**src/hdl/pcfc_pkg.sv**
```systemverilog
// shared constants and types for the pll configuration and feed control
package pcfc_pkg;

   // apb data path
   localparam int ADDR_W = 32;
   localparam int DATA_W = 32;

   // device register byte addresses
   localparam logic [ADDR_W-1:0] CON_ADDR  = 32'he01fc080;
   localparam logic [ADDR_W-1:0] CFG_ADDR  = 32'he01fc084;
   localparam logic [ADDR_W-1:0] STAT_ADDR = 32'he01fc088;
   localparam logic [ADDR_W-1:0] FEED_ADDR = 32'he01fc08c;

   // field layout
   localparam int MULT_SELECT_LSB = 0;
   localparam int MULT_SELECT_W   = 5;
   localparam int PSEL_LSB   = 5;
   localparam int PSEL_W     = 2;
   localparam int CFG_W      = 7;
   localparam int CON_W      = 2;
   localparam int CON_EN_BIT = 0;
   localparam int CON_CN_BIT = 1;
   localparam int STAT_W     = 16;
   localparam int ST_EN_BIT  = 8;
   localparam int ST_CN_BIT  = 9;
   localparam int ST_LK_BIT  = 10;
   localparam int FEED_W     = 8;
   localparam int MULT_W     = 6;
   localparam int DIVP_W     = 4;

   // reset values and feed keys
   localparam logic [CFG_W-1:0]  CFG_RST   = 7'h00;
   localparam logic [CON_W-1:0]  CON_RST   = 2'h0;
   localparam logic [FEED_W-1:0] FEED_KEY1 = 8'haa;
   localparam logic [FEED_W-1:0] FEED_KEY2 = 8'h55;
   localparam logic [MULT_W-1:0] MULT_ONE  = 6'h01;
   localparam logic [DIVP_W-1:0] DIVP_ONE  = 4'h1;

   // gap count; both clock gates stay shut for one cycle more than this during a source change
   localparam int SWITCH_GAP = 4;

   // controller command port map
   localparam logic [1:0] HREG_ADDR  = 2'h0;
   localparam logic [1:0] HREG_WDATA = 2'h1;
   localparam logic [1:0] HREG_CMD   = 2'h2;
   localparam logic [1:0] HREG_STAT  = 2'h3;
   localparam int CMD_WR_BIT   = 0;
   localparam int CMD_RD_BIT   = 1;
   localparam int CMD_FEED_BIT = 2;
   localparam int HST_BUSY_BIT = 0;
   localparam int HST_RD_LSB   = 16;

   typedef enum logic [1:0] {
      SW_OSC     = 2'b00,
      SW_TO_PLL  = 2'b01,
      SW_PLL     = 2'b10,
      SW_TO_OSC  = 2'b11
   } pcfc_sw_state_t;

   typedef enum logic [1:0] {
      AP_IDLE    = 2'b00,
      AP_SETUP   = 2'b01,
      AP_ACCESS  = 2'b10
   } pcfc_apb_state_t;

endpackage : pcfc_pkg

```
**src/hdl/pcfc_if.sv**
```systemverilog
// apb link between the register controller and the pll control block
`timescale 1ns/10ps
interface pcfc_if;
   import pcfc_pkg::*;
   logic              psel;
   logic              penable;
   logic              pwrite;
   logic [ADDR_W-1:0] paddr;
   logic [DATA_W-1:0] pwdata;
   logic [DATA_W-1:0] prdata;
   logic              pready;

   modport dev (
      input  psel,
      input  penable,
      input  pwrite,
      input  paddr,
      input  pwdata,
      output prdata,
      output pready
   );

   modport host (
      output psel,
      output penable,
      output pwrite,
      output paddr,
      output pwdata,
      input  prdata,
      input  pready
   );
endinterface : pcfc_if

```
**src/hdl/pcfc_src_switch.sv**
```systemverilog
// break-before-make sequencer for the core clock source gates
`timescale 1ns/10ps
module pcfc_src_switch #(
   parameter int GAP = pcfc_pkg::SWITCH_GAP
) (
   input  wire logic clk,
   input  wire logic rst_n,
   input  wire logic want_pll,
   output logic      osc_en,
   output logic      pll_en
);
   import pcfc_pkg::*;

   localparam int CW = $clog2(GAP + 1);
   localparam logic [CW-1:0] GAP_C = CW'(GAP);

   pcfc_sw_state_t st_q;
   pcfc_sw_state_t st_d;
   logic [CW-1:0]  cnt_q;
   logic [CW-1:0]  cnt_d;
   logic           gap_done;

   // both gates stay shut for the gap, so no runt pulse on core clock
   assign gap_done = (cnt_q == GAP_C);

   always_comb begin
      st_d  = st_q;
      cnt_d = '0;
      unique case (st_q)
         SW_OSC: if (want_pll) st_d = SW_TO_PLL;
         SW_TO_PLL: begin
            cnt_d = cnt_q + 1'b1;
            if (!want_pll) st_d = SW_TO_OSC;
            else if (gap_done) st_d = SW_PLL;
         end
         SW_PLL: if (!want_pll) st_d = SW_TO_OSC;
         SW_TO_OSC: begin
            cnt_d = cnt_q + 1'b1;
            if (gap_done) st_d = SW_OSC;
         end
      endcase
      if (st_d != st_q) cnt_d = '0;
   end

   always_ff @(posedge clk) begin
      if (!rst_n) begin
         st_q   <= SW_OSC;
         cnt_q  <= '0;
         osc_en <= 1'b1;
         pll_en <= 1'b0;
      end else begin
         st_q   <= st_d;
         cnt_q  <= cnt_d;
         osc_en <= (st_d == SW_OSC);
         pll_en <= (st_d == SW_PLL);
      end
   end
endmodule : pcfc_src_switch

```
**src/hdl/pcfc_dev.sv**
```systemverilog
// pll control block: staged registers, feed commit, status, clock select
// What this block does
// - config writes staged until valid feed
// - bits 4:0 hold multiplier minus one
// - bits 6:5 select divider 1,2,4,8
// - status bits 6:0 show applied multiplier and divider
// - status bit 8 applied enable, cleared powerdown
// - status bit 9 applied connect, cleared powerdown
// - status bit 10 shows pll lock
// - lock drives interrupt request output
// - pll clock only when enable and connect
// - feed aa then 55; else discard
// - feed writes must be consecutive transfers; only a feed read may come between
// - software masks interrupts during feed
// - powerdown turns pll off, no restore
// - after wake enable, await lock, connect
// - core clock m times oscillator frequency
// - software keeps input and oscillator ranges
// - software writes zero to reserved bits
// - control bit0 enable, bit1 connect, staged
// - source change is glitch free
`timescale 1ns/10ps
module pcfc_dev (
   input  wire logic                          clk,
   input  wire logic                          rst_n,
   pcfc_if.dev                                bus,
   input  wire logic                          lock_detect_raw,
   input  wire logic                          pd_enter,
   output logic                               pll_power_en,
   output logic [pcfc_pkg::MULT_SELECT_W-1:0] pll_mult_select,
   output logic [pcfc_pkg::PSEL_W-1:0]        pll_psel,
   output logic [pcfc_pkg::MULT_W-1:0]        pll_mult_m,
   output logic [pcfc_pkg::DIVP_W-1:0]        pll_div_p,
   output logic                               osc_clk_en,
   output logic                               pll_clk_en,
   output logic                               lock_irq
);
   import pcfc_pkg::*;

   // lock detector synchroniser
   logic              lock_s1_q;
   logic              lock_s2_q;

   // staging and applied copies
   logic [CON_W-1:0]  con_stg_q;
   logic [CON_W-1:0]  con_stg_d;
   logic [CFG_W-1:0]  cfg_stg_q;
   logic [CFG_W-1:0]  cfg_stg_d;
   logic              en_q;
   logic              en_d;
   logic              cn_q;
   logic              cn_d;
   logic [CFG_W-1:0]  cfg_app_q;
   logic [CFG_W-1:0]  cfg_app_d;
   logic              armed_q;
   logic              armed_d;

   // bus side
   logic [DATA_W-1:0] prdata_q;
   logic              pready_q;
   logic [DATA_W-1:0] rdata_d;
   logic              irq_q;
   logic [MULT_W-1:0] mult_q;
   logic [DIVP_W-1:0] divp_q;

   // decode
   wire               setup;
   wire               xfer;
   wire               wr_done;
   wire               hit_con;
   wire               hit_cfg;
   wire               hit_stat;
   wire               hit_feed;
   wire               feed_wr;
   wire               feed_rd;
   wire               key1;
   wire               key2;
   wire               commit;
   wire               discard;
   wire               lock_now;
   wire [STAT_W-1:0]  stat_word;
   wire               want_pll;
   wire [FEED_W-1:0]  feed_val;

   assign setup    = bus.psel & ~bus.penable;
   assign xfer     = bus.psel & bus.penable & pready_q;
   assign wr_done  = xfer & bus.pwrite;
   assign hit_con  = (bus.paddr == CON_ADDR);
   assign hit_cfg  = (bus.paddr == CFG_ADDR);
   assign hit_stat = (bus.paddr == STAT_ADDR);
   assign hit_feed = (bus.paddr == FEED_ADDR);
   assign feed_val = bus.pwdata[FEED_W-1:0];
   assign feed_wr  = wr_done & hit_feed;
   assign feed_rd  = xfer & ~bus.pwrite & hit_feed;
   assign key1     = (feed_val == FEED_KEY1);
   assign key2     = (feed_val == FEED_KEY2);

   // second key counts only right after the first, with no transfer between other than a feed read
   assign commit   = feed_wr & key2 & armed_q;
   // any other feed value throws the staged changes away
   assign discard  = feed_wr & ~key1 & ~commit;

   // lock is meaningless while the pll is powered off
   assign lock_now = lock_s2_q & en_q;

   // reserved status bits read as zero
   assign stat_word = {
      {(STAT_W-ST_LK_BIT-1){1'b0}},
      lock_now,
      cn_q,
      en_q,
      {(ST_EN_BIT-CFG_W){1'b0}},
      cfg_app_q
   };

   // pll only when both applied bits are set
   assign want_pll = en_q & cn_q;

   // arm on first key; any other completed transfer except a feed read disarms
   always_comb begin
      armed_d = armed_q;
      if (feed_wr)
         armed_d = key1;
      else if (xfer && !feed_rd)
         armed_d = 1'b0;
   end

   // staging copies take bus writes; discard reloads them
   always_comb begin
      con_stg_d = con_stg_q;
      cfg_stg_d = cfg_stg_q;
      if (discard) begin
         con_stg_d = {cn_q, en_q};
         cfg_stg_d = cfg_app_q;
      end else if (wr_done && hit_con) begin
         con_stg_d = bus.pwdata[CON_W-1:0];
      end else if (wr_done && hit_cfg) begin
         cfg_stg_d = bus.pwdata[CFG_W-1:0];
      end
   end

   // applied copies change on commit; power-down clears enable and connect and beats commit for them
   always_comb begin
      en_d      = en_q;
      cn_d      = cn_q;
      cfg_app_d = cfg_app_q;
      if (commit) begin
         en_d      = con_stg_q[CON_EN_BIT];
         cn_d      = con_stg_q[CON_CN_BIT];
         cfg_app_d = cfg_stg_q;
      end
      if (pd_enter) begin
         en_d = 1'b0;
         cn_d = 1'b0;
      end
   end

   // read mux; status is write-only-ignored, feed reads zero
   always_comb begin
      rdata_d = '0;
      if (hit_con)
         rdata_d = {{(DATA_W-CON_W){1'b0}}, con_stg_q};
      else if (hit_cfg)
         rdata_d = {{(DATA_W-CFG_W){1'b0}}, cfg_stg_q};
      else if (hit_stat)
         rdata_d = {{(DATA_W-STAT_W){1'b0}}, stat_word};
      else if (hit_feed)
         rdata_d = '0;
   end

   // first flop feeds only the second
   always_ff @(posedge clk) begin
      if (!rst_n) begin
         lock_s1_q <= 1'b0;
         lock_s2_q <= 1'b0;
      end else begin
         lock_s1_q <= lock_detect_raw;
         lock_s2_q <= lock_s1_q;
      end
   end

   always_ff @(posedge clk) begin
      if (!rst_n) begin
         con_stg_q <= CON_RST;
         cfg_stg_q <= CFG_RST;
         en_q      <= 1'b0;
         cn_q      <= 1'b0;
         cfg_app_q <= CFG_RST;
         armed_q   <= 1'b0;
      end else begin
         con_stg_q <= con_stg_d;
         cfg_stg_q <= cfg_stg_d;
         en_q      <= en_d;
         cn_q      <= cn_d;
         cfg_app_q <= cfg_app_d;
         armed_q   <= armed_d;
      end
   end

   // read data captured in setup phase, shown in the access phase
   always_ff @(posedge clk) begin
      if (!rst_n) begin
         prdata_q <= '0;
         pready_q <= 1'b0;
      end else begin
         prdata_q <= (setup && !bus.pwrite) ? rdata_d : '0;
         pready_q <= 1'b1;
      end
   end

   // decoded m and p travel with the applied fields
   always_ff @(posedge clk) begin
      if (!rst_n) begin
         irq_q  <= 1'b0;
         mult_q <= MULT_ONE;
         divp_q <= DIVP_ONE;
      end else begin
         irq_q  <= lock_now;
         mult_q <= MULT_W'(cfg_app_d[MULT_SELECT_LSB +: MULT_SELECT_W])
                   + MULT_ONE;
         divp_q <= DIVP_ONE << cfg_app_d[PSEL_LSB +: PSEL_W];
      end
   end

   pcfc_src_switch #(
      .GAP      (SWITCH_GAP)
   ) u_switch (
      .clk      (clk),
      .rst_n    (rst_n),
      .want_pll (want_pll),
      .osc_en   (osc_clk_en),
      .pll_en   (pll_clk_en)
   );

   assign bus.prdata = prdata_q;
   assign bus.pready = pready_q;
   assign pll_power_en = en_q;
   assign pll_mult_select = cfg_app_q[MULT_SELECT_LSB +: MULT_SELECT_W];
   assign pll_psel   = cfg_app_q[PSEL_LSB +: PSEL_W];
   assign pll_mult_m = mult_q;
   assign pll_div_p  = divp_q;
   assign lock_irq   = irq_q;

endmodule : pcfc_dev

```
**src/flat_wrapper.sv**
```systemverilog
// flat-port wrapper written by rule: the top's interface ports become plain ports
module pcfc_dev_flat import pcfc_pkg::*;
  (clk, rst_n, lock_detect_raw, pd_enter, pll_power_en, pll_mult_select, pll_psel, pll_mult_m, pll_div_p, osc_clk_en, pll_clk_en, lock_irq, bus_psel, bus_penable, bus_pwrite, bus_paddr, bus_pwdata, bus_prdata, bus_pready);
  pcfc_if bus_i ();
  input  wire logic clk;
  input  wire logic rst_n;
  input  wire logic lock_detect_raw;
  input  wire logic pd_enter;
  output logic pll_power_en;
  output logic [pcfc_pkg::MULT_SELECT_W-1:0] pll_mult_select;
  output logic [pcfc_pkg::PSEL_W-1:0] pll_psel;
  output logic [pcfc_pkg::MULT_W-1:0] pll_mult_m;
  output logic [pcfc_pkg::DIVP_W-1:0] pll_div_p;
  output logic osc_clk_en;
  output logic pll_clk_en;
  output logic lock_irq;
  input wire logic [$bits(bus_i.psel)-1:0] bus_psel;
  input wire logic [$bits(bus_i.penable)-1:0] bus_penable;
  input wire logic [$bits(bus_i.pwrite)-1:0] bus_pwrite;
  input wire logic [$bits(bus_i.paddr)-1:0] bus_paddr;
  input wire logic [$bits(bus_i.pwdata)-1:0] bus_pwdata;
  output wire logic [$bits(bus_i.prdata)-1:0] bus_prdata;
  output wire logic [$bits(bus_i.pready)-1:0] bus_pready;
  assign bus_i.psel = bus_psel;
  assign bus_i.penable = bus_penable;
  assign bus_i.pwrite = bus_pwrite;
  assign bus_i.paddr = bus_paddr;
  assign bus_i.pwdata = bus_pwdata;
  assign bus_prdata = bus_i.prdata;
  assign bus_pready = bus_i.pready;
  pcfc_dev u_core (.clk(clk), .rst_n(rst_n), .bus(bus_i), .lock_detect_raw(lock_detect_raw), .pd_enter(pd_enter), .pll_power_en(pll_power_en), .pll_mult_select(pll_mult_select), .pll_psel(pll_psel), .pll_mult_m(pll_mult_m), .pll_div_p(pll_div_p), .osc_clk_en(osc_clk_en), .pll_clk_en(pll_clk_en), .lock_irq(lock_irq));
endmodule
```
**config.mk**
```make
export PLATFORM = sky130hd
export DESIGN_NAME = pcfc_dev_flat
export DESIGN_NICKNAME = d
export VERILOG_FILES = /design/src/hdl/pcfc_pkg.sv /design/src/hdl/pcfc_if.sv /design/src/hdl/pcfc_src_switch.sv /design/src/hdl/pcfc_dev.sv /design/src/flat_wrapper.sv
export SDC_FILE = /design/constraint.sdc
export NUM_CORES = 1
export LEC_CHECK = 0
export ABC_AREA = 1
export BUFFER_PORTS_ARGS = -buffer_cell sky130_fd_sc_hd__buf_2
export CORE_ASPECT_RATIO = 1.25
export CORE_MARGIN = 5
export CORE_UTILIZATION = 42
export CTS_CLUSTER_DIAMETER = 50
export DETAILED_ROUTE_END_ITERATION = 10
export GPL_ROUTABILITY_DRIVEN = 0
export GPL_TIMING_DRIVEN = 0
export PLACE_DENSITY = 0.78
export SLEW_MARGIN = 25
export SYNTH_ARGS = -nofsm -noshare
export SYNTH_HDL_FRONTEND = slang
export SYNTH_SLANG_ARGS = --single-unit
```
**constraint.sdc**
```tcl
create_clock -name clk -period 1.7 [get_ports clk]
set_input_delay 0.255 -clock clk [delete_from_list [all_inputs] [get_ports clk]]
set_output_delay 0.255 -clock clk [all_outputs]
set_load 0.005 [all_outputs]
```
Yosys cells after proc, flatten, opt, wreduce, memory -nomap -nowiden
Cells that the tools add are included.
Widths: inputs -> output; s select.
Cells by class
  equal/unequal tests: 13
  $lt $le $gt $ge: 0
  divide/modulo/power cells: 0
  bitwise gates (word level): 21
  multiplexer cells: 18
  add/subtract/negate cells: 2
  shift-type cells: 1
  reductions and logical operators: 19
  multipliers: 0
Operators with widths (count)
  $eq 32x32->1 const B: 4
  $mux 7: 6
  $mux 2: 8
  $and 1x1->1: 13
  $eq 8x7->1 const B: 1
  $eq 8x8->1 const B: 1
  $not 1->1: 8
  $pmux 2 s4: 1
  $add 5x1->6 const B: 1
  $eq 2x2->1 const B: 3
  $reduce_bool 2->1: 3
  $reduce_or 3->1: 2
  $reduce_or 5->1: 1
  $logic_and 1x1->1: 4
  $logic_not 2->1: 2
  $reduce_and 2->1: 2
  $reduce_or 2->1: 2
  $reduce_or 4->1: 1
  $shl 1x2->4 const A: 1
  $add 3x1->3 const B: 1
  $eq 3x3->1 const B: 1
  $mux 1: 3
  $eq 2x1->1 const B: 1
  $logic_not 1->1: 2
  other kinds (2): 2
Storage, ports and cells
  RAM bits: 0
  word-level logic and storage cells: 94
  memory bits (read-only): 0
  input bits: 71
  output and inout port bits: 54
  register bits: 72
  latch bits: 0
  memories kept: 0

Longest topological paths before layout
Gate-level depths: netlist of run 1.
  word-level depth: 10
  mapped depth: 14
  gate-level depth less buffers: 14

Hierarchy
From an unflattened synthesis of run 1, not the netlist that was laid out.
Second synthesis, totals
  cell total of the unflattened synthesis: 410
  area total of the unflattened synthesis: 2871.5 um2
By module, submodules not included
  pcfc_dev: seq. area each 860.8 um2, instances 1, area an instance 2565.0 um2, cells an instance 372
  pcfc_src_switch: seq. area each 140.1 um2, instances 1, area an instance 306.5 um2, cells an instance 38

Least setup slack after synthesis of run 1
No wires, ideal clock.
  kind: input-to-reg
  start point: in bus_paddr[7]
  end point: reg u_core.mult_q[4] (netlist: u_core.pll_mult_m[4])
  setup time: 0.112 ns
  cell stages on the path: 14
  required time: 1.588 ns
  path buffers: 0
  setup slack: 0.005 ns
  arrival time: 1.583 ns
  path through: inv_1 -> nor2_1 -> nand2_2 -> nor2_4 -> nand2_4 -> nor2_8 -> nand3_4 -> nand2_1 -> nand2_2 -> ha_1 -> nand3_1 -> nor2_1 -> nand2_1 -> nand2_1
On the way
  cells in the longest elaborated chain, start to end: 6
RTL lines
  start: declaration: RTL line flat_wrapper.sv:20  | input wire logic [$bits(bus_i.paddr)-1:0] bus_paddr;
  $eq 32x32->1: RTL line pcfc_dev.sv:91  | assign hit_feed = (bus.paddr == FEED_ADDR);
  $and 1x1->1: RTL line pcfc_dev.sv:93  | assign feed_wr = wr_done & hit_feed;
  $and 1x1->1 (2 in a row): RTL line pcfc_dev.sv:99  | assign commit = feed_wr & key2 & armed_q;
  $mux 7: RTL line pcfc_dev.sv:147  | if (commit) begin
  via u_core.cfg_app_d[0]: RTL line pcfc_dev.sv:54  | logic [CFG_W-1:0] cfg_app_d;
  $add 5x1->6: RTL line pcfc_dev.sv:220  | + MULT_ONE;
  end signal: assignment: RTL line pcfc_dev.sv:219  | mult_q <= MULT_W'(cfg_app_d[MULT_SELECT_LSB +: MULT_SELECT_W])
  end: declaration: RTL line pcfc_dev.sv:63  | logic [MULT_W-1:0] mult_q;
The timed path passes the listed nets, and every way through them passes these cells.
A chain may end at the register's enable or synchronous reset.

Worst setup path in the final report of run 1
  start point: reg u_core.pready_q (netlist: u_core.bus.pready)
  end point: reg u_core.mult_q[4] (netlist: u_core.pll_mult_m[4])
On the way
  cells in the longest elaborated chain, start to end: 7
RTL lines
  start: declaration: RTL line pcfc_dev.sv:60  | logic pready_q;
  start signal: assignment: RTL line pcfc_dev.sv:204  | pready_q <= 1'b0;
  start signal: assignment: RTL line pcfc_dev.sv:207  | pready_q <= 1'b1;
  $and 1x1->1: RTL line pcfc_dev.sv:86  | assign xfer = bus.psel & bus.penable & pready_q;
  $and 1x1->1: RTL line pcfc_dev.sv:87  | assign wr_done = xfer & bus.pwrite;
  $and 1x1->1: RTL line pcfc_dev.sv:93
  $and 1x1->1 (2 in a row): RTL line pcfc_dev.sv:99
  $mux 7: RTL line pcfc_dev.sv:147
  via u_core.cfg_app_d[1]: RTL line pcfc_dev.sv:54
  $add 5x1->6: RTL line pcfc_dev.sv:220
The timed path passes the listed nets, and every way through them passes these cells.

==> flow_summary_export.csv, run 1 <==
group,metric,value,unit
outcome,status,"finished, violations left",
outcome,violations,"setup timing",
logic_synthesis,synth_ff_type,"dfxtp_1",
logic_synthesis,ys_ff_latch,50,
global_route,grt_pass1_vias,2605,
logic_synthesis,yosysUniqueCellTypes,35,
worst_setup_path,critPathRequiredTime,1950,ps
cells_and_area,layout_common_cells,"78 x buf_2, 61 x nand2_1, 54 x nor2_1, 50 x inv_1, 49 x dfxtp_1",
cells_and_area,nFillCells,593,
route,via_count,2682,
route,viasPerCell,4.67,
sta,skew,9.92,ps
clock_tree,cts_buffers,5,
cells_and_area,diodes,0,
worst_setup_path,timing.critical_path.from_type,"flip-flop",
cells_and_area,nets,562,
sta,max-slew-margin-rel,0.603,
clock_tree,clkSinkCount,50,
route,drt_pass1_iterations,4,
worst_setup_path,reg2reg_to,"u_core.pll_mult_m[4]$_SDFF_PN0_",
logic_synthesis,yosys_warnings,0,
clock_tree,cts_tree,"built",
floorplanning,start_util,0.428,
cells_and_area,final_common_cell,"buf_2",
sta,period_needed,1700,ps
worst_setup_path,worstSetupPathType,"flip-flop to flip-flop",
worst_setup_path,cp.arrival,1950,ps
logic_synthesis,synth_area_per_cell,7.09,sq um
logic_synthesis,muxShareOfSynthArea,0,
power_and_ir_drop,power_density,677,nW/um^2
sta,worst_hold_slack,128,ps
cells_and_area,drive_gt1_frac,0.329,
clock_tree,clk_pin_slew,90,ps
route,wirelength,7.08,mm
sta,setup_ws,-2.89,ps
power_and_ir_drop,p_leak,1.83,nW
worst_setup_path,cp_max_fo,10,
hold_path,min_from,"lock_detect_raw",
clock_tree,clock_latency,310,ps
clock_tree,cts.path.max_buffers,2,
logic_synthesis,synth_top_family_by_area,"simple AND/OR/NAND/NOR gates",
sta,achievable-frequency,587,MHz
clock_tree,clk_root_buffer_cell,"clkbuf_8",
worst_setup_path,reg2reg_depth,10,
power_and_ir_drop,finalPower,2.33,mW
sta,rsz0062_at_grt,"true",
route,dr.first_iter.drc_count,154,
worst_setup_path,r2r_setup_slack,-3,ps
global_route,grt_pass1_wl,11.2,mm
logic_synthesis,synthArstFlopShare,0,
hold_path,hold_path_depth,3,
placement,port_buffers,78,
cells_and_area,area_growth,31.1,%
power_and_ir_drop,irDropWorstVdd,0.769,mV
route,wl_per_cell,12.3,microns
placement,dp_hpwl,5.33,mm
floorplanning,fp.dieArea,7930,sq um
route,drc,0,
global_route,grtUsageTotal,0.177,
sta,hold_viol_final,0,
clock_tree,htree_num_levels,2,
sta,post-route-period-util,1.00,
logic_synthesis,ys_seq_area_frac,0.382,
logic_synthesis,netlist_area,2620,sq um
placement,post-place-ws,-361,ps
floorplanning,die_x,80.7,microns
logic_synthesis,synth_fa_ha_area_frac,0.0143,
global_route,grt_max_degree,15,
floorplanning,pin_count,125,
global_route,antenna_found_initial,0,
worst_setup_path,cp-end-kind,"flip-flop",
worst_setup_path,regToRegStartpoint,"u_core.bus.pready$_DFF_P_",
sta,setup_viol,1,
floorplanning,fp.dieH,98.3,microns
sta,tns,-2.89,ps
job,drv_cap,0,
floorplanning,rows,32,
logic_synthesis,synthXorXnorAreaFrac,0.00668,
logic_synthesis,yosys.area_share.simple,0.363,
worst_setup_path,startpoint,"u_core.bus.pready$_DFF_P_",
logic_synthesis,synthCells,370,
global_route,grt_overflow,0,
sta,slew_violations,0,
sta,tightest_slew,596,ps
floorplanning,core_area,6130,sq um
hold_path,hold_end,"u_core.lock_s1_q$_SDFF_PN0_",
route,ant_nets,0,
hold_path,hold_path.class,"input port to flip-flop",
cells_and_area,fin_util,0.561,
logic_synthesis,synth_edf_count,0,
logic_synthesis,synth-compound-area-share,0.0759,
[through the flow]
| step | cells | cell area (sq um) |
|---|---|---|
| 6_report | 574 | 3440 |
| 4_1_cts | 568 | 3350 |
| 5_1_grt | 574 | 3440 |
| 2_1_floorplan | 391 | 2700 |
| 3_5_place_dp | 554 | 3200 |
| 3_3_place_gp | 554 | 3200 |
[Yosys cell counts (3+ instances only)]
cell type	n	area, sq um
dfxtp_1	50	1000
inv_2	6	22.5
o21ai_1	5	25.0
ha_1	3	37.5
nor2_2	3	18.8
nor2_4	3	33.8
nor2_1	54	203
nor3_1	3	15.0
inv_1	51	191
a21oi_1	14	70.1
nand2_2	10	62.6
o211ai_1	3	22.5
nand4_1	10	62.6
buf_4	22	165
nand2_1	63	236
o21ai_0	13	65.1
nand3_1	33	165
[sequential cells by signal, summed over array words and instances (netlist names), 2 cells and up]
signal / cells
u_core.pll_mult_m: 6
u_core.bus.prdata: 10
u_core.u_switch.cnt_q: 3
u_core.con_stg_q: 2
u_core.pll_div_p: 4
u_core.u_switch.st_q: 2
u_core.cfg_app_q: 7
u_core.cfg_stg_q: 7
[worst max path at each step]
stage               cells past startpoint  slack [ps]                               to
floorplan                              14           5  u_core.pll_mult_m[4]$_SDFF_PN0_
global placement                       14        -330  u_core.pll_mult_m[4]$_SDFF_PN0_
detailed placement                     14        -360  u_core.pll_mult_m[4]$_SDFF_PN0_
CTS                                    12           3  u_core.pll_mult_m[4]$_SDFF_PN0_
global route                           10        -100  u_core.pll_mult_m[4]$_SDFF_PN0_
finish                                 10          -3  u_core.pll_mult_m[4]$_SDFF_PN0_
[layout make-up]
type | count | area (sq um) | share of cell area
clock buffers | 7 | 86.3 | 0.0251
flip-flops and latches | 50 | 1000 | 0.292
inverters | 58 | 218 | 0.0633
plain buffers | 27 | 203 | 0.0590
multi-input cells | 256 | 1330 | 0.388
well taps | 85 | 106 | 0.0309
clock inverters | 1 | 5.00 | 0.00146
repair buffers | 90 | 484 | 0.141
[cells by family (layout without fill, tap and decap cells)]
group,after synthesis,after routing
AOI/OAI and AO/OA,37,37
adders and majority gates,3,3
buffers and inverters,85,183
and+or+nand+nor,192,192
xor gates and xnor gates,2,2
DFF,50,50
other,1,22
[layer usage]
metal,track usage,part of all wire
met1,0.193,0.38
met2,0.323,0.52
met3,0.0443,0.083
met4,0.0637,0.020
met5,0,0
[worst max-delay path: stages (launching register included)]
cell	delay (ps)
dfxtp_1	330
nand3_1	140
nor2_4	240
buf_4	230
nand4_1	100
nand2_1	160
ha_4	170
nand3_2	80
nor2_1	90
nand2_1	50
nand2_1	50
[report_power, final]
group | switching [mW] | total [mW] | internal (mW) | leakage [nW]
Sequential | 0.0307 | 1.25 | 1.22 | 0.405
Clock | 0.386 | 0.715 | 0.329 | 0.0482
Combinational | 0.185 | 0.356 | 0.172 | 1.38
[timing repair]
| item | 4_1_cts | 5_1_grt |
|---|---|---|
| buffers inserted | 6 | 5 |
| gates resized for setup | 4 | 13 |
| hold buffers | 0 | 0 |
| cloned | 0 | 1 |
| endpoints found under the setup margin | 3 | 18 |
| pin swaps | 3 | 7 |
No activity file was read; power rests on OpenSTA's default activity.
==> run 2: changes to the inputs <==
--- a/config.mk
+++ b/config.mk
@@ -14,7 +14,7 @@
 export DETAILED_ROUTE_END_ITERATION = 10
 export GPL_ROUTABILITY_DRIVEN = 0
 export GPL_TIMING_DRIVEN = 0
-export PLACE_DENSITY = 0.78
+export PLACE_DENSITY = 0.76
 export SLEW_MARGIN = 25
 export SYNTH_ARGS = -nofsm -noshare
 export SYNTH_HDL_FRONTEND = slang
==> run 2 against run 1 <==
- the flow now finishes without violations
- worst hold slack worse by 6.0 ps
- non-clock buffer count shrank 2
- die area is the same
- sequential share of layout area fell by 1.1 points
- flip-flop and latch count unchanged
- clock power up 18%
- register-to-register slack is essentially flat
==> flow_summary_export.csv, run 2 (synthesized netlist as in run 1, its figures left out) <==
group,metric,value,unit
route,wl_per_cell,12.1,microns
global_route,grt_max_degree,17,
power_and_ir_drop,power_density,689,nW/um^2
clock_tree,clk_pin_slew,90,ps
route,drt_pass1_iterations,4,
floorplanning,pin_count,125,
cells_and_area,fin_util,0.583,
clock_tree,hold_buffers,0,
hold_path,hold_path.class,"input port to flip-flop",
cells_and_area,fin_cells,572,
route,ant_nets,0,
floorplanning,start_util,0.428,
cells_and_area,area_growth,36.1,%
clock_tree,cts.path.max_buffers,2,
power_and_ir_drop,switching_share,0.253,
power_and_ir_drop,clkPwrFrac,0.344,
floorplanning,fp.dieArea,7930,sq um
job,drv_cap,0,
route,dr.first_iter.drc_count,142,
cells_and_area,diodes,0,
global_route,grt_pass1_wl,11.0,mm
route,drc,0,
clock_tree,htree_num_levels,2,
sta,max-slew-margin-rel,0.541,
clock_tree,cts_buffers,5,
power_and_ir_drop,switching_power,0.623,mW
route,via_count,2656,
power_and_ir_drop,p_comb_frac,0.146,
worst_setup_path,cp-end-kind,"flip-flop",
power_and_ir_drop,irDropWorstVdd,0.771,mV
global_route,antenna_found_initial,0,
floorplanning,rows,32,
sta,post-route-period-util,0.993,
worst_setup_path,timing.critical_path.from_type,"flip-flop",
sta,setup_viol,0,
cells_and_area,largest_register_ffs,10,
worst_setup_path,critPathRequiredTime,1960,ps
floorplanning,core_area,6130,sq um
cells_and_area,drive_gt1_frac,0.376,
outcome,status,"finished, final reports clean",
worst_setup_path,critPathSlowestCell,"dfxtp_2",
worst_setup_path,critPathMostFrequentCell,"buf_6",
sta,skew,4.36,ps
placement,port_buffers,78,
placement,placed_cells,554,
sta,slew_violations,0,
power_and_ir_drop,p_leak,1.88,nW
global_route,grtUsageTotal,0.173,
cells_and_area,final_common_cell,"buf_2",
clock_tree,cts_tree,"built",
floorplanning,die_x,80.7,microns
sta,rsz0062_at_grt,"true",
route,wirelength,6.90,mm
power_and_ir_drop,pwr-share-seq,0.510,
sta,tightest_slew,689,ps
clock_tree,clock_latency,300,ps
cells_and_area,layout_common_cells,"79 x buf_2, 53 x nor2_1, 52 x nand2_1, 50 x inv_1, 49 x dfxtp_1",
placement,dp_hpwl,5.19,mm
clock_tree,clk_root_buffer_cell,"clkbuf_8",
worst_setup_path,worstPathCellList,"inv_2 > nor2_1 > nand4_1 > nor2_4 > buf_6 > nor2_2 > nand3_2 > buf_6 > buf_6 > nand3_1 > nand3_1 > nand2_1 > inv_1",
power_and_ir_drop,finalPower,2.46,mW
worst_setup_path,cpPeakStageDelay,350,ps
cells_and_area,nFillCells,565,
sta,hold_viol_final,0,
worst_setup_path,worstSetupPathType,"flip-flop to flip-flop",
global_route,grt_pass1_vias,2526,
global_route,grt_overflow,0,
sta,period_needed,1690,ps
power_and_ir_drop,p_int,1.84,mW
clock_tree,clkSinkCount,50,
cells_and_area,nets,560,
worst_setup_path,cp.arrival,1950,ps
worst_setup_path,cp_max_fo,5,
route,viasPerCell,4.64,
floorplanning,fp.dieH,98.3,microns
sta,achievable-frequency,592,MHz
==> run 2: cell count changes in the layout (fill, tap and decap cells not counted), sizes merged <==
cell / delta
bufinv: +1
buf: -2
clkbuf: -2
clkinv: -1
clkinvlp: +2
==> run 2: critical path, delay by kind of cell, from the launching register on <==
| family | cells | cell delay, ps |
|---|---|---|
| flops | 1 | 350 |
| simple gates | 8 | 770 |
| buf+inv | 5 | 520 |
==> run 2: layout make-up <==
type	count	area, sq um	area share
Clock inverter	3	45.0	0.0126
Buffer	27	206	0.0579
Sequential cell	50	1000	0.281
Timing Repair Buffer	88	494	0.138
Inverter	58	228	0.0638
Multi-Input combinational cell	256	1420	0.397
Clock buffer	5	68.8	0.0193
Tap cell	85	106	0.0298
==> run 2: worst paths after layout <==
path	slack (ps)	end	from	cells past startpoint
max	10	u_core.con_stg_q[0]$_SDFFE_PN0P_	u_core.armed_q$_SDFFE_PN0P_	13
min reg2reg	430	u_core.lock_s2_q$_SDFF_PN0_	u_core.lock_s1_q$_SDFF_PN0_	2
min	120	u_core.lock_s1_q$_SDFF_PN0_	lock_detect_raw	3
max reg2reg	10	u_core.con_stg_q[0]$_SDFFE_PN0P_	u_core.armed_q$_SDFFE_PN0P_	13
==> run 2: stage by stage <==
step / area (sq um) / worst slack, ps / hold WS (ps) / setup TNS, ps
after global placement: 3200 / -325 / 397 / -1430
after global routing: 3570 / -118 / 118 / -1300
after CTS: 3390 / 3.86 / 115 / 0
after detailed placement: 3200 / -362 / 411 / -2180
final: 3570 / 12.0 / 122 / 0
after floorplan: 2700 / 4.65 / 283 / 0
==> run 2: power by group through the flow <==
stage	Combinational (mW)	Sequential (mW)	Clock [mW]
after CTS	0.354	1.25	0.861
final	0.358	1.25	0.846
after floorplan	0.218	1.28	0
after global routing	0.412	1.26	0.918
after detailed placement	0.346	1.28	0
after global placement	0.334	1.28	0
==> run 2: repair_timing <==
item                                    4_1_cts  5_1_grt
gates resized for setup                       5       49
gates cloned                                  0        2
setup buffers                                 7        1
endpoints found under the setup margin        3       17
pin swaps                                     4       13
==> run 2: layer usage <==
layer	vias to the layer above	GRT usage	routed length, microns
li1	1350	-	-
met1	1178	0.194	2680
met4	0	0.0468	122
met5	-	0	0
met3	15	0.0360	584
met2	113	0.321	3510
==> run 3: changes to the inputs <==
--- a/config.mk
+++ b/config.mk
@@ -5,11 +5,11 @@
 export SDC_FILE = /design/constraint.sdc
 export NUM_CORES = 1
 export LEC_CHECK = 0
-export ABC_AREA = 1
 export BUFFER_PORTS_ARGS = -buffer_cell sky130_fd_sc_hd__buf_2
+export CAP_MARGIN = 15
 export CORE_ASPECT_RATIO = 1.25
 export CORE_MARGIN = 5
-export CORE_UTILIZATION = 42
+export CORE_UTILIZATION = 41
 export CTS_CLUSTER_DIAMETER = 50
 export DETAILED_ROUTE_END_ITERATION = 10
 export GPL_ROUTABILITY_DRIVEN = 0
==> run 3 against run 2 <==
- the run now ends with setup timing left
- critical path depth fell by 5
- final area down 3.7%
- clock power down 24%
- sequential share of layout area up 1.1 points
- utilization up 1.2 points
==> flow_summary_export.csv, run 3 <==
group,metric,value,unit
sta,achievable-frequency,423,MHz
route,ant_nets,0,
route,via_count,2439,
floorplanning,fp.dieArea,7570,sq um
clock_tree,htree_num_levels,2,
global_route,grtUsageTotal,0.177,
logic_synthesis,netlist_area,2430,sq um
route,wirelength,6.95,mm
logic_synthesis,synth-compound-area-share,0.121,
sta,tightest_slew,936,ps
worst_setup_path,critPathBufInv,0,
worst_setup_path,cp.arrival,2550,ps
logic_synthesis,synth_area_per_cell,8.77,sq um
worst_setup_path,critPathSlowestCell,"or4_4",
global_route,antenna_found_initial,0,
logic_synthesis,synthXorXnorAreaFrac,0.0216,
logic_synthesis,synthCells,277,
worst_setup_path,worstSetupPathType,"flip-flop to flip-flop",
cells_and_area,final_common_cell,"buf_2",
floorplanning,core_area,5780,sq um
floorplanning,die_x,78.8,microns
power_and_ir_drop,switching_share,0.247,
sta,period_needed,2360,ps
logic_synthesis,synth_edf_count,0,
worst_setup_path,worstPathCellList,"nand4_1 > or4_4 > or4_4 > mux2_4 > ha_4 > nor2b_1 > o211ai_1 > nand3_1",
power_and_ir_drop,p_leak,1.47,nW
route,viasPerCell,5.22,
hold_path,min_from,"rst_n",
worst_setup_path,cp-end-kind,"flip-flop",
power_and_ir_drop,p_int,1.63,mW
power_and_ir_drop,p_comb_frac,0.139,
cells_and_area,seq_area,1000,sq um
cells_and_area,layout_common_cells,"77 x buf_2, 49 x dfxtp_1, 37 x buf_4, 23 x nand2_1, 22 x conb_1",
floorplanning,rows,31,
sta,rsz0062_at_grt,"true",
sta,setup_viol,28,
global_route,grt_overflow,0,
placement,port_buffers,77,
hold_path,hold_path.class,"input port to flip-flop",
placement,placed_cells,441,
cells_and_area,area_growth,41.5,%
sta,max-slew-margin-rel,0.376,
cells_and_area,nets,475,
route,drc,0,
outcome,violations,"setup timing",
logic_synthesis,yosysUniqueCellTypes,44,
global_route,grt_pass1_wl,10.7,mm
hold_path,hold_end,"u_core.bus.pready$_DFF_P_",
power_and_ir_drop,finalPower,2.17,mW
clock_tree,clock_latency,290,ps
hold_path,hold_path_depth,1,
cells_and_area,multiInputGateArea,1440,sq um
logic_synthesis,muxShareOfSynthArea,0.0598,
clock_tree,cts.path.max_buffers,2,
floorplanning,start_util,0.420,
placement,dp_hpwl,5.06,mm
route,drt_pass1_iterations,5,
logic_synthesis,synth_fa_ha_area_frac,0.0155,
power_and_ir_drop,irDropWorstVdd,0.365,mV
sta,setup_ws,-664,ps
logic_synthesis,yosys.area_share.simple,0.267,
sta,skew,3.40,ps
worst_setup_path,reg2reg_depth,8,
logic_synthesis,synth_common_cells,"50 x dfxtp_1, 24 x nand2_1, 23 x a21oi_1",
job,drv_cap,0,
cells_and_area,nFillCells,505,
worst_setup_path,cp_top_family,"simple AND/OR/NAND/NOR gates",
clock_tree,clk_pin_slew,90,ps
logic_synthesis,synth_top_family_by_area,"simple AND/OR/NAND/NOR gates",
cells_and_area,drive_gt1_frac,0.392,
cells_and_area,diodes,0,
sta,slew_violations,0,
worst_setup_path,reg2reg_to,"u_core.pll_mult_m[2]$_SDFF_PN0_",
global_route,grt_max_degree,14,
clock_tree,cts_buffers,5,
clock_tree,cts_tree,"built",
global_route,grt_pass1_vias,2334,
power_and_ir_drop,pwr-share-seq,0.562,
worst_setup_path,cpPeakStageDelay,470,ps
logic_synthesis,synth_ff_type,"dfxtp_1",
cells_and_area,fin_cells,467,
sta,post-route-period-util,1.39,
logic_synthesis,synth_area_leaders,"dfxtp_1 41%, buf_4 6.8%, mux2i_1 5.4%, a21oi_1 4.7%, nand2_1 3.7%",
floorplanning,fp.dieH,96.1,microns
worst_setup_path,timing.critical_path.from_type,"flip-flop",
logic_synthesis,yosys_warnings,0,
logic_synthesis,synthArstFlopShare,0,
logic_synthesis,synth_top_area_frac,0.412,
clock_tree,clk_root_buffer_cell,"clkbuf_8",
clock_tree,hold_buffers,0,
power_and_ir_drop,switching_power,0.535,mW
outcome,status,"finished, violations left",
power_and_ir_drop,clkPwrFrac,0.298,
route,dr.first_iter.drc_count,209,
logic_synthesis,ys_ff_latch,50,
logic_synthesis,yosysTopAreaCell,"dfxtp_1",
power_and_ir_drop,power_density,631,nW/um^2
clock_tree,clkSinkCount,50,
logic_synthesis,post-synth-top-count-cell,"dfxtp_1",
floorplanning,pin_count,125,
worst_setup_path,regToRegStartpoint,"u_core.bus.pready$_DFF_P_",
cells_and_area,largest_register_ffs,10,
sta,hold_viol_final,0,
route,wl_per_cell,14.9,microns
worst_setup_path,critPathRequiredTime,1880,ps
worst_setup_path,critPathMostFrequentCell,"or4_4",
worst_setup_path,cp_max_fo,6,
logic_synthesis,ys_seq_area_frac,0.412,
worst_setup_path,r2r_setup_slack,-660,ps
[run 3: changes by cell type after synthesis, moves of 7 or more]
cell / delta
a21oi_1: +9
nor2_1: -35
clkbuf_1: +7
nand2_2: -10
nand3_1: -25
o31ai_1: +7
inv_1: -43
o21ai_0: -9
mux2i_1: +13
nor4b_1: +7
nand2_1: -39
[run 3: final cells by class]
type	count	area share
buffer	33	0.0684
clock buffer	7	0.0222
inverter	9	0.00983
multi-input combinational	205	0.419
sequential	50	0.292
tap	66	0.0240
timing repair buffer	97	0.165
[run 3: power by group through the flow]
| stage | Sequential [mW] | Clock, mW | Combinational, mW |
|---|---|---|---|
| 5_1_grt | 1.23 | 0.707 | 0.333 |
| 3_5_place_dp | 1.25 | 0 | 0.272 |
| 4_1_cts | 1.22 | 0.657 | 0.285 |
| 2_1_floorplan | 1.25 | 0 | 0.161 |
| 6_report | 1.22 | 0.647 | 0.303 |
| 3_3_place_gp | 1.25 | 0 | 0.260 |
[run 3: metrics by stage]
step	utilization	area, sq um	setup TNS (ps)	hold WS [ps]	worst slack [ps]
CTS	0.573	3310	-7820	113	-657
floorplan	-	2550	-8610	283	-791
global route	0.595	3440	-12160	131	-805
detailed placement	0.522	3020	-23050	419	-1210
finish	0.595	3440	-9580	137	-664
global placement	0.522	3020	-23120	415	-1190
[run 3: kinds of logic (layout without fill, tap and decap cells)]
logic type	after synthesis	in the layout
and+or+nand+nor	112	112
DFF	50	50
AOI/OAI and AO/OA	48	48
buffers and inverters	43	146
muxes	14	14
xor gates and xnor gates	6	6
adders and majority gates	3	3
other	1	22
[run 3: repair_timing]
item | 4_1_cts | 5_1_grt
resized for setup | 17 | 23
buffers inserted | 19 | 3
setup endpoints to repair | 30 | 35
pin swaps | 7 | 11
[run 3: worst max path at each step]
| stage | from | end | slack (ps) | cells past startpoint |
|---|---|---|---|---|
| final | u_core.bus.pready$_DFF_P_ | u_core.pll_mult_m[2]$_SDFF_PN0_ | -660 | 8 |
| after detailed placement | bus_paddr[9] | u_core.pll_mult_m[4]$_SDFF_PN0_ | -1210 | 12 |
| after global placement | bus_paddr[9] | u_core.pll_mult_m[4]$_SDFF_PN0_ | -1190 | 12 |
| after global routing | u_core.bus.pready$_DFF_P_ | u_core.pll_mult_m[4]$_SDFF_PN0_ | -800 | 9 |
| after CTS | u_core.bus.pready$_DFF_P_ | u_core.pll_mult_m[2]$_SDFF_PN0_ | -660 | 8 |
| after floorplan | bus_paddr[1] | u_core.pll_mult_m[2]$_SDFF_PN0_ | -790 | 9 |
[run 3: metal layers]
metal | vias up | track usage | routed length (microns)
met5 | - | 0 | 0
met4 | 0 | 0.0516 | 104
met3 | 10 | 0.0272 | 583
met2 | 131 | 0.324 | 3460
met1 | 1103 | 0.214 | 2800
li1 | 1195 | - | -
